<file path="config.mk">
export PLATFORM = sky130hd
export DESIGN_NAME = gets_capture
export DESIGN_NICKNAME = d
export VERILOG_FILES = /design/src/rtl/gets_capture.v
export VERILOG_INCLUDE_DIRS = /design/src /design/src/rtl
export SDC_FILE = /design/constraint.sdc
export NUM_CORES = 1
export LEC_CHECK = 0
export BUFFER_PORTS_ARGS = -buffer_cell sky130_fd_sc_hd__buf_4
export CAP_MARGIN = 30
export CORE_ASPECT_RATIO = 1.75
export CORE_UTILIZATION = 25
export DETAILED_ROUTE_END_ITERATION = 7
export GPL_TIMING_DRIVEN = 1
export PLACE_DENSITY_LB_ADDON = 0.3
export REMOVE_ABC_BUFFERS = 1
export SETUP_SLACK_MARGIN = 0.1
export SLEW_MARGIN = 10
export SYNTH_ARGS = -nofsm -noshare
export SYNTH_HDL_FRONTEND = slang
export SYNTH_SLANG_ARGS = --single-unit
</file>
<file path="constraint.sdc">
create_clock -name clk -period 10.13 [get_ports clk]
set_input_delay 1.5195 -clock clk [delete_from_list [all_inputs] [get_ports clk]]
set_output_delay 1.5195 -clock clk [all_outputs]
set_load 0.005 [all_outputs]
</file>
<file path="src/rtl/gets_map.vh">
`ifndef GETS_MAP_VH
`define GETS_MAP_VH
// Byte offsets within the capture unit
`define GETS_RISE_SEC_OFF   12'h16c
`define GETS_RISE_NS_OFF    12'h170
`define GETS_FALL_SEC_OFF   12'h178
`define GETS_FALL_NS_OFF    12'h17c
`define GETS_CAP_CFG_OFF    12'h15c
`define GETS_BANK_SEL_OFF   12'h160
`define GETS_EVT_STS_OFF    12'h164
`define GETS_EVT_MASK_OFF   12'h168
`define GETS_MANUAL_OFF     12'h174
// Field positions of the capture configuration word
`define GETS_RISE_ON_LSB    0
`define GETS_FALL_ON_LSB    8
`define GETS_RISE_LOCK_LSB  16
`define GETS_FALL_LOCK_LSB  24
// Field positions of the bank/pin select word
`define GETS_PIN_SEL_LSB    0
`define GETS_BANK_LSB       8
`define GETS_PIN_BANK       3'h3
// Field positions of the status word and manual command word
`define GETS_RISE_FLAG_LSB  0
`define GETS_FALL_FLAG_LSB  8
// Reset values and the nanosecond field width
`define GETS_CAP_RST        32'h00000000
`define GETS_LOCK_RST       8'hff
`define GETS_ON_RST         8'h00
`define GETS_NS_W           30
`endif

</file>
<file path="src/rtl/gets_capture.v">
// Decided for this implementation: the Wishbone interface to the registers.
`timescale 1ns/1ps
`include "gets_map.vh"

// Summary of operation
// - A rising pin edge or manual capture loads the 32-bit seconds into the rise seconds register.
// - The same event loads 30 nanosecond bits into the rise nanoseconds register, top two bits zero.
// - A separate fall pair is loaded on a falling edge or manual capture, same widths.
// - Seconds and nanoseconds of one edge type form one timestamp and are read-only.
// - With the lock clear a new capture may land between reads of the two halves.
// - Capture registers appear only when the three-bit bank field selects the pin bank.
// - Accesses at the capture offsets go to the pin chosen by the three-bit pin select.
// - All eight per-pin register sets exist and reset to zero.
// - With the lock set and the flag already set, a new capture is discarded.
// - Edges capture only when enabled and every capture sets its event flag.
module gets_capture #(
    parameter PINS = 8
) (
    input  wire                  clk,
    input  wire                  rst_n,
    input  wire [PINS-1:0]       pin_in,
    input  wire [31:0]           stamp_seconds,
    input  wire [`GETS_NS_W-1:0] stamp_nanoseconds,
    input  wire                  wb_cyc_i,
    input  wire                  wb_stb_i,
    input  wire                  wb_we_i,
    input  wire [11:0]           wb_adr_i,
    input  wire [3:0]            wb_sel_i,
    input  wire [31:0]           wb_dat_i,
    output reg  [31:0]           wb_dat_o,
    output reg                   wb_ack_o,
    output reg                   irq_q
);

    reg [PINS-1:0]       pin_meta_q;
    reg [PINS-1:0]       pin_sync_q;
    reg [PINS-1:0]       pin_prev_q;
    reg [31:0]           rise_sec_q [0:PINS-1];
    reg [`GETS_NS_W-1:0] rise_ns_q  [0:PINS-1];
    reg [31:0]           fall_sec_q [0:PINS-1];
    reg [`GETS_NS_W-1:0] fall_ns_q  [0:PINS-1];
    reg [7:0]            rise_capture_on_q;
    reg [7:0]            fall_capture_on_q;
    reg [7:0]            rise_overwrite_lock_q;
    reg [7:0]            fall_overwrite_lock_q;
    reg [2:0]            pin_sel_q;
    reg [2:0]            bank_sel_q;
    reg [7:0]            pin_rise_event_flags_q;
    reg [7:0]            pin_fall_event_flags_q;
    reg [7:0]            rise_mask_q;
    reg [7:0]            fall_mask_q;
    reg [PINS-1:0]       rise_hit;
    reg [PINS-1:0]       fall_hit;
    reg [PINS-1:0]       rise_load;
    reg [PINS-1:0]       fall_load;
    reg [PINS-1:0]       man_rise;
    reg [PINS-1:0]       man_fall;
    reg [31:0]           rd_d;
    reg                  rd_ok;
    reg [7:0]            rise_flags_d;
    reg [7:0]            fall_flags_d;
    integer              i;
    integer              j;
    integer              k;

    wire req = wb_cyc_i & wb_stb_i & ~wb_ack_o;
    wire wr  = req & wb_we_i & (&wb_sel_i);
    wire pin_bank = (bank_sel_q == `GETS_PIN_BANK);

    // Byte-lane merge for partially written control words
    function [31:0] gets_merge;
        input [31:0] old;
        input [31:0] nw;
        input [3:0]  sel;
        integer b;
        begin
            gets_merge = old;
            for (b = 0; b < 4; b = b + 1) begin
                if (sel[b]) begin
                    gets_merge[b*8 +: 8] = nw[b*8 +: 8];
                end
            end
        end
    endfunction

    // Full-address match against one register offset
    function gets_at;
        input [11:0] adr;
        input [11:0] off;
        begin
            gets_at = (adr == off);
        end
    endfunction

    wire wr_any = req & wb_we_i;
    wire [31:0] cfg_word = {5'h00, fall_overwrite_lock_q[2:0], 5'h00,
                            rise_overwrite_lock_q[2:0], 5'h00,
                            fall_capture_on_q[2:0], 5'h00,
                            rise_capture_on_q[2:0]};
    wire [31:0] cfg_new  = gets_merge(cfg_word, wb_dat_i, wb_sel_i);

    // Write strobes, one per writable register
    wire cfg_wr  = wr_any & gets_at(wb_adr_i, `GETS_CAP_CFG_OFF);
    wire sel_wr  = wr_any & gets_at(wb_adr_i, `GETS_BANK_SEL_OFF);
    wire sts_wr  = wr_any & gets_at(wb_adr_i, `GETS_EVT_STS_OFF);
    wire mask_wr = wr & gets_at(wb_adr_i, `GETS_EVT_MASK_OFF);
    wire man_wr  = wr_any & gets_at(wb_adr_i, `GETS_MANUAL_OFF);

    always @* begin
        man_rise = {PINS{1'b0}};
        man_fall = {PINS{1'b0}};
        if (man_wr) begin
            man_rise = wb_dat_i[`GETS_RISE_FLAG_LSB +: PINS];
            man_fall = wb_dat_i[`GETS_FALL_FLAG_LSB +: PINS];
        end
        for (j = 0; j < PINS; j = j + 1) begin
            rise_hit[j] = (pin_sync_q[j] & ~pin_prev_q[j]
                           & rise_capture_on_q[j]) | man_rise[j];
            fall_hit[j] = (~pin_sync_q[j] & pin_prev_q[j]
                           & fall_capture_on_q[j]) | man_fall[j];
            rise_load[j] = rise_hit[j] & ~(rise_overwrite_lock_q[j]
                           & pin_rise_event_flags_q[j]);
            fall_load[j] = fall_hit[j] & ~(fall_overwrite_lock_q[j]
                           & pin_fall_event_flags_q[j]);
        end
    end

    // Write-one clears; a capture in the same cycle wins
    always @* begin
        rise_flags_d = pin_rise_event_flags_q;
        fall_flags_d = pin_fall_event_flags_q;
        for (k = 0; k < 8; k = k + 1) begin
            if (sts_wr && wb_sel_i[0] && wb_dat_i[k]) begin
                rise_flags_d[k] = 1'b0;
            end
            if (sts_wr && wb_sel_i[1] && wb_dat_i[8+k]) begin
                fall_flags_d[k] = 1'b0;
            end
            if (k < PINS && rise_load[k]) begin
                rise_flags_d[k] = 1'b1;
            end
            if (k < PINS && fall_load[k]) begin
                fall_flags_d[k] = 1'b1;
            end
        end
    end

    always @* begin
        rd_d  = 32'h00000000;
        rd_ok = 1'b1;
        case (wb_adr_i)
            `GETS_CAP_CFG_OFF:  rd_d = cfg_word;
            `GETS_BANK_SEL_OFF: rd_d = {21'h000000, bank_sel_q, 5'h00,
                                        pin_sel_q};
            `GETS_EVT_STS_OFF:  rd_d = {16'h0000, pin_fall_event_flags_q,
                                        pin_rise_event_flags_q};
            `GETS_EVT_MASK_OFF: rd_d = {16'h0000, fall_mask_q, rise_mask_q};
            `GETS_MANUAL_OFF:   rd_d = 32'h00000000;
            // Capture pair of the selected pin, pin bank only
            `GETS_RISE_SEC_OFF: rd_d = pin_bank ?
                                rise_sec_q[pin_sel_q] : 32'h00000000;
            `GETS_RISE_NS_OFF:  rd_d = pin_bank ? {2'b00,
                                rise_ns_q[pin_sel_q]} : 32'h00000000;
            `GETS_FALL_SEC_OFF: rd_d = pin_bank ?
                                fall_sec_q[pin_sel_q] : 32'h00000000;
            `GETS_FALL_NS_OFF:  rd_d = pin_bank ? {2'b00,
                                fall_ns_q[pin_sel_q]} : 32'h00000000;
            default: rd_ok = 1'b0;
        endcase
    end

    always @(posedge clk) begin
        if (!rst_n) begin
            pin_meta_q <= {PINS{1'b0}};
            pin_sync_q <= {PINS{1'b0}};
            pin_prev_q <= {PINS{1'b0}};
            for (i = 0; i < PINS; i = i + 1) begin
                rise_sec_q[i] <= `GETS_CAP_RST;
                rise_ns_q[i]  <= {`GETS_NS_W{1'b0}};
                fall_sec_q[i] <= `GETS_CAP_RST;
                fall_ns_q[i]  <= {`GETS_NS_W{1'b0}};
            end
        end else begin
            pin_meta_q <= pin_in;
            pin_sync_q <= pin_meta_q;
            pin_prev_q <= pin_sync_q;
            for (i = 0; i < PINS; i = i + 1) begin
                if (rise_load[i]) begin
                    rise_sec_q[i] <= stamp_seconds;
                    rise_ns_q[i]  <= stamp_nanoseconds;
                end
                if (fall_load[i]) begin
                    fall_sec_q[i] <= stamp_seconds;
                    fall_ns_q[i]  <= stamp_nanoseconds;
                end
            end
        end
    end

    // Bus response: one wait state, read data only in the ack cycle
    always @(posedge clk) begin
        if (!rst_n) begin
            wb_ack_o <= 1'b0;
            wb_dat_o <= 32'h00000000;
        end else begin
            wb_ack_o <= req;
            if (req && !wb_we_i && rd_ok) begin
                wb_dat_o <= rd_d;
            end else begin
                wb_dat_o <= 32'h00000000;
            end
        end
    end

    // Only pins 0..2 carry enables and locks; pins 3..7 keep the
    // reset values, so they capture on manual command only
    always @(posedge clk) begin
        if (!rst_n) begin
            rise_capture_on_q     <= `GETS_ON_RST;
            fall_capture_on_q     <= `GETS_ON_RST;
            rise_overwrite_lock_q <= `GETS_LOCK_RST;
            fall_overwrite_lock_q <= `GETS_LOCK_RST;
        end else if (cfg_wr) begin
            rise_capture_on_q[2:0] <= cfg_new[`GETS_RISE_ON_LSB +: 3];
            fall_capture_on_q[2:0] <= cfg_new[`GETS_FALL_ON_LSB +: 3];
            rise_overwrite_lock_q[2:0] <=
                cfg_new[`GETS_RISE_LOCK_LSB +: 3];
            fall_overwrite_lock_q[2:0] <=
                cfg_new[`GETS_FALL_LOCK_LSB +: 3];
        end
    end

    always @(posedge clk) begin
        if (!rst_n) begin
            pin_sel_q  <= 3'h0;
            bank_sel_q <= 3'h0;
        end else if (sel_wr) begin
            if (wb_sel_i[0]) begin
                pin_sel_q <= wb_dat_i[`GETS_PIN_SEL_LSB +: 3];
            end
            if (wb_sel_i[1]) begin
                bank_sel_q <= wb_dat_i[`GETS_BANK_LSB +: 3];
            end
        end
    end

    // Mask takes full-word writes only
    always @(posedge clk) begin
        if (!rst_n) begin
            rise_mask_q <= 8'h00;
            fall_mask_q <= 8'h00;
        end else if (mask_wr) begin
            rise_mask_q <= wb_dat_i[7:0];
            fall_mask_q <= wb_dat_i[15:8];
        end
    end

    always @(posedge clk) begin
        if (!rst_n) begin
            pin_rise_event_flags_q <= 8'h00;
            pin_fall_event_flags_q <= 8'h00;
        end else begin
            pin_rise_event_flags_q <= rise_flags_d;
            pin_fall_event_flags_q <= fall_flags_d;
        end
    end

    // Level output one cycle behind the flags, kept registered so the
    // pin never glitches while a clear and a capture race
    always @(posedge clk) begin
        if (!rst_n) begin
            irq_q <= 1'b0;
        end else begin
            irq_q <= |((pin_rise_event_flags_q & rise_mask_q)
                       | (pin_fall_event_flags_q & fall_mask_q));
        end
    end

endmodule

</file>
==> results of run 1 <==
-- cell usage in the layout (no fill, tap or decap), types with 4 or more instances in the layout --
master	n
nor2_1	770
clkbuf_8	4
nand2_1	81
o2bb2ai_1	6
a22oi_1	12
and3_1	6
nand3_1	5
nor2_2	49
inv_1	64
clkbuf_16	100
o22ai_1	66
and4_1	4
clkinv_1	9
o22ai_2	10
buf_4	194
clkbuf_1	5
a21bo_2	6
o21ai_4	4
inv_6	6
nand4_1	6
mux4_2	248
nand3b_1	10
bufinv_16	17
and2_1	11
clkinvlp_4	11
a311oi_1	10
edfxtp_1	992
mux2i_1	158
clkinv_4	4
dfxtp_1	93
a21oi_1	16
mux2_2	6
clkinv_2	21
a222oi_1	6
nand2_4	12
a31oi_1	4
-- per-layer routing --
metal	track usage (%)	vias up
li1	-	11020
met1	18.1	13848
met2	28.0	744
met3	2.69	179
met4	3.77	8
met5	0	-
-- state kept, by name, indices dropped and copies added (netlist names), 8 cells and up, named ones only --
| name | count |
|---|---|
| rise_ns_q | 240 |
| rise_mask_q | 8 |
| pin_fall_event_flags_q | 8 |
| fall_ns_q | 240 |
| wb_dat_o | 32 |
| rise_sec_q | 256 |
| fall_mask_q | 8 |
| fall_sec_q | 256 |
| pin_rise_event_flags_q | 8 |
-- power by group --
part | leakage, nW | internal (mW) | total [mW] | switching, mW
clock network | 1.67 | 2.28 | 4.07 | 1.78
logic | 4.67 | 0.102 | 0.363 | 0.261
registers | 10.8 | 5.08 | 5.13 | 0.0472
-- logic make-up after synthesis --
logic type | count (synthesis) | share of synthesized area, %
DFF | 1088 | 69.2
and+or+nand+nor | 973 | 8.72
muxes | 412 | 15.8
buffers and inverters | 329 | 3.74
AOI/OAI and AO/OA | 156 | 2.50
-- through the flow --
| stage | area, um^2 | setup TNS (ns) | hold WS, ns | total power [mW] | cells |
|---|---|---|---|---|---|
| floorplan | 44300 | -46.85 | 0.412 | 5.40 | 2694 |
| global placement | 49000 | 0 | 0.436 | 5.59 | 5294 |
| detailed placement | 49100 | 0 | 0.422 | 5.60 | 5296 |
| CTS | 52500 | 0 | 0.448 | 9.64 | 5476 |
| global route | 52500 | 0 | 0.486 | 9.81 | 5477 |
| finish | 52500 | 0 | 0.442 | 9.56 | 5478 |
-- Yosys cell counts (10+ instances only) --
cell type and count:
edfxtp_1 992, nor2_1 770, mux4_2 248, mux2i_1 158
dfxtp_1 96, nand2_1 93, buf_2 87, o22ai_1 66
buf_1 64, inv_1 64, clkbuf_1 53, nor2_2 49
buf_6 39, buf_4 20, a21oi_1 16, a22oi_1 12
and2_1 11, a311oi_1 10, nand3b_1 10, o22ai_2 10
-- cell type report --
class / count / area [um^2]
multi-input cells: 1541 / 12600
repair buffers: 199 / 1550
diodes: 2 / 5.00
clock inverters: 71 / 882
inverters: 65 / 244
clock buffers: 109 / 2580
well taps: 2403 / 3010
flip-flops and latches: 1088 / 31700
fillers: 18282 / 129000
-- path summary, 6_finish.rpt --
path	endpoint	slack [ns]	from	cells after the start
max reg2reg	wb_dat_o[5]	6.08	register	7
min reg2reg	pin_sync_q[0]	0.44	pin_meta_q[0]	1
max	fall_sec_q[5][31]	5.07	wb_adr_i[9]	8
min	pin_sync_q[0]	0.44	pin_meta_q[0]	1
==> summary.md, run 1 <==
| Metric | Value |
|---|---|
| Final Max Slew Viols | 0 |
| Clk_skew | 0.0269 ns |
| Post-DP HPWL | 78,200 um |
| Outcome | finished clean |
| #FFs+latches synth | 1,088 |
| Post-Syn Area | 45,800 um^2 |
| Die H | 568 um |
| Slew HR | 21.3% |
| Number of synthesized flops with an enable pin | 992 |
| Routed WL per cell | 26.0 um |
| Leading area contributor after synthesis | edfxtp_1 |
| GPL Wtd Cong | 0.767 |
| Area grow syn2layout | 14.7% |
| Data arrival, critical path | 5.37 ns |
| Min-Delay Path Class | register to register |
| Vias in the first global route | 27,700 |
| Htree depth | 3 |
| Port buffer count | 141 |
| Post-synthesis average cell area | 15.5 um^2 |
| Final period demand of the worst path | 5.06 ns |
| Post-CTS Hold Fix Bufs | 0 |
| Util after Layout | 28.9% |
| Worst slew pin tran | 1.18 ns |
| Top sig layer | met5 |
| Most used cell, CP | buf_4 |
| Die area | 185,000 um^2 |
| Largest net degree at the start of global routing | 100 |
| CP max-delay cell | buf_4 |
| Fin crit share | 49.9% |
| Fmax | 198 MHz |
| Post-route setup slack | 5.07 ns |
| Leakage | 17.1 nW |
| Site Rows | 207 |
| Metal3 WL | 7910 um |
| Final setup fails | 0 |
| M1 wire length | 56,500 um |
| YS warnings | 0 |
| Slowest stage delay, CP | 0.74 ns |
| CTS tree | done |
| Post-CTS Setup Bufs | 0 |
| Max VDD drop | 0.130 mV |
| Post-synth top area share | 65.0% |
| Via count | 25,799 |
| Buf+Inv Stages, Crit Path | 3 |
| Max FO, Critical Path | 35 |
| Inserted Clock Buffers | 95 |
| Sink Count | 1,088 |
| Routed vias/inst | 4.71 |
| Met2 wire len | 75,500 um |
| GRT overflow | 0 |
| Longest Clk Path Bufs | 3 |
| Max cap viols | 0 |
| Fraction of registers with async set/reset | 0% |
| # IOs | 157 |
| Final Hold Fails | 0 |
| RSZ-0062 raised after global routing | false |
| Setup Slack @ Placement | 4.34 ns |
| Synth Instances | 2,958 |
| Layout Nets | 3,113 |
| Crit Path Category | input port to register |
| First-pass GRT wire length | 203,000 um |
| Startpoint Class | input port |
| CP cell instances | buf_4 -> nor4b_2 -> and3_1 -> and2_4 -> nand3b_1 -> buf_4 -> nand2_4 -> buf_4 |
| Largest delay share family, worst path | simple AND/OR/NAND/NOR gates |
| Share of cells above drive strength 1 | 23.4% |
| Clk root buf | clkbuf_16 |
| Core ar. | 182,000 um^2 |
| Initial drt markers | 2,199 |
| Tot GR Track Use | 15.2% |
| Resized Gates After CTS | 0 |
| Initial antenna violation count | 11 |
| Clk pin slew, worst setup/hold paths | 0.07 ns |
| Power Dens Cells | 182 nW/um^2 |
| Die width | 326 um |
| Wirelength, routed | 143,000 um |
| Sequential element share of the synthesized area | 69.2% |
| First drt pass iteration count | 5 |
| Synth unique cells | 51 |
| DRC viols | 0 |
| Starting Density | 25.2% |
| Main synth FF type | edfxtp_1 |
| Area contributors post-synth | edfxtp_1, mux4_2, nor2_1, dfxtp_1, mux2i_1 |
| Required @ worst endpoint | 10.44 ns |
| Element type at the critical path end | register |
| Final ANT Viol Nets | 0 |
| Worst skew pair latency | 0.70 ns |
Power figures use the tool's default switching activity.
==> run 2, diff against run 1 <==
- clock period: 10.13 -> 4.7 ns (I/O delays scaled with it)
==> run 2 against run 1 <==
Critical endpoint is now rise_ns_q[4][9]. Core utilization is 0.22 points higher. Largest power group unchanged. Global-route usage barely moved. Highest routed layer unchanged. Largest cell class unchanged. Hold slack got worse by 0.21 ns. Critical path depth fell by 1.
==> summary.md, run 2 (synthesis gave the netlist of run 1 again) <==
| Metric | Value |
|---|---|
| Starting Density | 25.2% |
| Longest Clk Path Bufs | 3 |
| Required @ worst endpoint | 5.10 ns |
| First-pass GRT wire length | 203,000 um |
| Via count | 25,901 |
| Worst skew pair latency | 0.70 ns |
| Largest net degree at the start of global routing | 63 |
| Switching component of the power | 4.38 mW |
| Site Rows | 207 |
| Combinational power share | 4.1% |
| Max FO, Critical Path | 40 |
| GPL Wtd Cong | 0.774 |
| Hold_ws | 0.229 ns |
| Fmax | 308 MHz |
| Sink Count | 1,088 |
| Startpoint Class | register |
| Final period demand of the worst path | 3.25 ns |
| Min-Delay Path Class | input port to register |
| Die H | 568 um |
| Wirelength, routed | 143,000 um |
| Largest registers | fall_sec_q: 256 flops, rise_sec_q: 256 flops |
| Max VDD drop | 0.258 mV |
| Final ANT Viol Nets | 0 |
| Setup Slack @ Placement | 1.01 ns |
| DRC viols | 0 |
| Max cap viols | 0 |
| Crit Path Category | register to register |
| Post-DP HPWL | 83,000 um |
| Most frequent cells in the layout | edfxtp_1, nor2_1, mux4_2 |
| First drt pass iteration count | 7 |
| # IOs | 157 |
| Routed vias/inst | 4.69 |
| Share of cells above drive strength 1 | 23.8% |
| Clk root buf | clkbuf_16 |
| Tot GR Track Use | 15.3% |
| Initial antenna violation count | 14 |
| Clock power frac | 40.7% |
| Vias in the first global route | 27,337 |
| Final setup fails | 0 |
| Post-CTS Setup Bufs | 0 |
| Data arrival, critical path | 3.64 ns |
| Setup tns final | 0 ns |
| Die area | 185,000 um^2 |
| Slew HR | 28.9% |
| Area grow syn2layout | 15.6% |
| Clk_skew | 0.0313 ns |
| GRT overflow | 0 |
| Fin crit share | 69.1% |
| Reg power frac | 55.2% |
| Worst slew pin tran | 1.07 ns |
| Element type at the critical path end | register |
| Internal | 15.6 mW |
| Outcome | finished clean |
| Placed Cells | 5,342 |
| Layout Nets | 3,160 |
| Core ar. | 182,000 um^2 |
| Total power | 20.0 mW |
| Commonest non-fill, non-tap cell in the layout | edfxtp_1 |
| Port buffer count | 141 |
| Clk pin slew, worst setup/hold paths | 0.06 ns |
| Power Dens Cells | 378 nW/um^2 |
| Final Max Slew Viols | 0 |
| Routed WL per cell | 25.9 um |
| RSZ-0062 raised after global routing | false |
| Final cell count without fillers | 5,527 |
| Initial drt markers | 2,223 |
| CTS tree | done |
| Switch share | 21.9% |
| Final Hold Fails | 0 |
| Htree depth | 3 |
| Leakage | 17.3 nW |
| Inserted Clock Buffers | 96 |
| Die width | 326 um |
| Post-CTS Hold Fix Bufs | 0 |
| Resized Gates After CTS | 0 |
| Post-route setup slack | 1.45 ns |
## run 2: cell types whose count changed in the layout (fill, tap and decap cells not counted), moves of 4 or more
| cell | previous run | this run |
|---|---|---|
| clkinvlp_4 | 11 | 4 |
| clkbuf_1 | 5 | 19 |
| bufinv_16 | 17 | 9 |
| clkbuf_8 | 4 | 8 |
| buf_12 | 2 | 31 |
| clkinv_1 | 9 | 17 |
| buf_4 | 194 | 212 |
## run 2: cell type report
class | instances | area (um^2)
repair buffers | 245 | 2230
fillers | 18222 | 129000
clock buffers | 124 | 2610
inverters | 65 | 244
multi-input cells | 1541 | 12600
well taps | 2403 | 3010
flip-flops and latches | 1088 | 31700
clock inverters | 57 | 552
diodes | 4 | 10.0
## run 2: power by group through the flow
stage	Clock, mW	Combinational, mW	Sequential, mW
after floorplan	0	0.380	11.2
after global placement	0	0.834	11.2
after detailed placement	0	0.839	11.3
after CTS	8.31	0.841	11.1
after global routing	8.59	0.872	11.1
final	8.15	0.817	11.0
## run 2: path summary, 6_finish.rpt
check	startpoint	endpoint	slack, ns	cells past startpoint
worst max register to register	wb_ack_o	rise_ns_q[4][9]	1.45	7
worst min register to register	pin_meta_q[0]	pin_sync_q[0]	0.44	1
worst max-delay path	wb_ack_o	rise_ns_q[4][9]	1.45	7
worst min-delay path	wb_dat_i[18]	rise_overwrite_lock_q[2]	0.23	3
## run 2: worst max-delay path, stage by stage (launching register included)
cell      delay (ns)
dfxtp_1         0.33
and4b_1         0.29
and2_1          0.27
and2_4          0.28
nand3b_1        0.21
buf_4           0.50
buf_4           0.86
nor2_1          0.10
## run 2: layer usage
metal	vias to the layer above	global-route usage [%]	part of all wire, %
met3	226	2.69	5.5
met4	18	4.58	2.8
li1	11119	-	-
met1	13780	18.1	39
met5	-	0	0.094
met2	758	27.8	52
## run 2: stage by stage
| stage | util (%) | instance area (um^2) |
|---|---|---|
| 4_1_cts | 29.1 | 52900 |
| 2_1_floorplan | - | 44300 |
| 5_1_grt | 29.1 | 52900 |
| 3_3_place_gp | 27.4 | 49800 |
| 3_5_place_dp | 27.4 | 49800 |
| 6_report | 29.1 | 52900 |
==> run 3, diff against run 2 <==
- ABC_AREA: not set -> 1
- clock period: 4.7 -> 3.03 ns (I/O delays scaled with it)
==> run 3 against run 2 <==
Worst setup slack worse by 1.0 ns. Sequential share of layout area down 3.9 points. Clock-buffer cell count down 1. Via count up 37%. Sequential power up 55%. Cell count up 41%. Synthesized area up 5.7%. Combinational power up 71%. Cell area up 7.0%. Die area up 5.7%. Critical endpoint is now wb_dat_o[25]. Highest routed layer unchanged.
==> summary.md, run 3 <==
| Metric | Value |
|---|---|
| Internal | 24.4 mW |
| Hold_ws | 0.0435 ns |
| Util after Layout | 29.4% |
| Routed WL per cell | 21.1 um |
| Clk pin slew, worst setup/hold paths | 0.07 ns |
| Wirelength, routed | 165,000 um |
| Die area | 196,000 um^2 |
| CTS tree | done |
| Leakage | 22.4 nW |
| Hold Path End | rise_mask_q[6] |
| Post-Syn Area | 48,400 um^2 |
| Layout Nets | 5,253 |
| Most frequent cells in the layout | nor2_1, nand2_1, edfxtp_1 |
| Slowest stage delay, CP | 0.55 ns |
| Largest registers | fall_sec_q: 256 flops, rise_sec_q: 256 flops |
| Commonest non-fill, non-tap cell in the layout | nor2_1 |
| Switch share | 22.4% |
| First drt pass iteration count | 8 |
| Flop2flop setup slack | 0.46 ns |
| Post-route setup slack | 0.456 ns |
| # IOs | 157 |
| Post-synthesis average cell area | 9.50 um^2 |
| Largest delay share family, worst path | buffers and inverters |
| Simple logic cell fraction of the synthesized area | 23.6% |
| Die width | 335 um |
| Leading area contributor after synthesis | edfxtp_1 |
| GRT overflow | 0 |
| Longest Clk Path Bufs | 3 |
| Total power | 31.5 mW |
| Combinational power share | 4.4% |
| Via count | 35,464 |
| Sink Count | 1,088 |
| Synth Instances | 5,097 |
| Area grow syn2layout | 17.0% |
| Initial antenna violation count | 10 |
| Min-Delay Path Class | input port to register |
| Inserted Clock Buffers | 94 |
| Final period demand of the worst path | 2.57 ns |
| Largest family of logic cells by synthesized area | simple AND/OR/NAND/NOR gates |
| Largest net degree at the start of global routing | 137 |
| Reg power frac | 54.4% |
| Setup Slack @ Placement | 0.271 ns |
| Hold Startpoint | wb_dat_i[6] |
| CP cell instances | inv_6 -> buf_12 -> nor2_1 -> o21ai_0 -> nand3_1 -> nand3_1 -> nand2_1 -> o21ai_0 -> nand2_1 |
| Count leader, synth | nor2_1 |
| Max VDD drop | 0.522 mV |
| Element type at the critical path end | register |
| Power Dens Cells | 556 nW/um^2 |
| Switching component of the power | 7.04 mW |
| Final cell count without fillers | 7,793 |
| Initial drt markers | 2,760 |
| Main synth FF type | edfxtp_1 |
| Synth unique cells | 31 |
| Core ar. | 192,000 um^2 |
| Port buffer count | 141 |
| Site Rows | 213 |
| Fin crit share | 85.0% |
| Buf+Inv Stages, Crit Path | 2 |
| Starting Density | 25.2% |
| #FFs+latches synth | 1,088 |
| Max FO, Critical Path | 40 |
| Clk root buf | clkbuf_16 |
| Final ANT Viol Nets | 0 |
| First-pass GRT wire length | 239,000 um |
| Final Hold Fails | 0 |
| Fmax | 388 MHz |
| Most common library cells after synthesis | nor2_1, nand2_1, edfxtp_1, nand3_1, inv_1 |
| Hold Path Depth | 3 |
| Final setup fails | 0 |
| Reg2reg end | wb_dat_o[25] |
| Post-Synth Adder-Cell Area | 0% |
| Worst skew pair latency | 0.71 ns |
| Required @ worst endpoint | 3.60 ns |
| Tot GR Track Use | 16.6% |
| Post-DP HPWL | 99,200 um |
| RSZ-0062 raised after global routing | false |
| Max cap viols | 0 |
| CP max-delay cell | o21ai_0 |
| GPL Wtd Cong | 0.835 |
| Fraction of registers with async set/reset | 0% |
| Crit Path Category | register to register |
| Htree depth | 3 |
| R2r worst-path depth | 9 |
| Final Max Slew Viols | 0 |
| Post-synth top area share | 61.5% |
| Share of cells above drive strength 1 | 9.55% |
| Post-CTS Setup Bufs | 0 |
| Routed vias/inst | 4.55 |
| Vias in the first global route | 34,822 |
| Resized Gates After CTS | 0 |
| Data arrival, critical path | 3.14 ns |
| Slew HR | 45.3% |
| Post-synthesis xor/xnor area fraction | 0% |
| Placed Cells | 7,605 |
| Die H | 584 um |
| Worst slew pin tran | 0.821 ns |
| Clock power frac | 41.2% |
| Post-synthesis compound-gate area fraction | 4.19% |
| Startpoint Class | register |
| YS warnings | 0 |
| Multiplexer share of the synthesized area | 0% |
| Number of synthesized flops with an enable pin | 992 |
| Post-CTS Hold Fix Bufs | 9 |
| Outcome | finished clean |
| Clk_skew | 0.0473 ns |
| Area contributors post-synth | edfxtp_1, nor2_1, nand2_1, nand3_1, dfxtp_1 |
| DRC viols | 0 |
| Fillcell total | 20,232 |
| Sequential element share of the synthesized area | 65.5% |
[run 3: worst register-to-register path, stage by stage, from the launching register on]
cell	delay, ns
dfxtp_4	0.48
inv_6	0.44
buf_12	0.35
nor2_1	0.14
o21ai_0	0.10
nand3_1	0.10
nand3_1	0.08
nand2_1	0.08
o21ai_0	0.55
nand2_1	0.12
[run 3: worst max-delay path by stage]
stage	start	endpoint	slack (ns)	depth (start not counted)
floorplan	register	wb_dat_o[24]	-17.00	7
global placement	wb_adr_i[1]	rise_sec_q[7][19]	0.25	9
detailed placement	wb_adr_i[1]	rise_sec_q[7][27]	0.27	9
CTS	register	wb_dat_o[25]	0.46	8
global route	wb_ack_o	fall_ns_q[3][16]	0.45	9
finish	register	wb_dat_o[25]	0.46	9
[run 3: area by class of cell]
cell class                      count  area (um^2)  share of cell area [%]
Tap cell                         2580         3230                    5.70
Sequential cell                  1088        31700                    56.0
Timing Repair Buffer              297         3110                    5.48
Clock buffer                      123         2600                    4.60
Inverter                          434         1650                    2.90
Multi-Input combinational cell   3215        13700                    24.1
Clock inverter                     55          659                    1.16
Antenna cell                        1         2.50                 0.00442
[run 3: kinds of logic after synthesis]
family                 Yosys count
AO/OA/AOI/OAI                  377
buffers and inverters          794
flip-flops                    1088
AND/OR/NAND/NOR               2838
[run 3: stage by stage]
step,cell area [um^2],setup TNS (ns)
after global placement,53300,0
final,56600,0
after floorplan,46800,-1243.83
after CTS,56600,0
after global routing,56600,0
after detailed placement,53300,0
[run 3: metal layers]
layer  global-route usage (%)  vias to the layer above  routed length, um
met2                     29.3                     1082              82500
met5                        0                        -                 66
met4                     6.89                       12               6800
li1                         -                    16645                  -
met1                     20.1                    17462              66600
met3                     2.29                      263               8670
[run 3: power by group through the flow]
stage / Clock, mW / Combinational, mW / Sequential [mW]
after floorplan: 0 / 0.655 / 17.4
after global placement: 0 / 1.39 / 17.4
after detailed placement: 0 / 1.41 / 17.4
after CTS: 13.2 / 1.43 / 17.1
after global routing: 13.7 / 1.54 / 17.2
final: 13.0 / 1.40 / 17.1
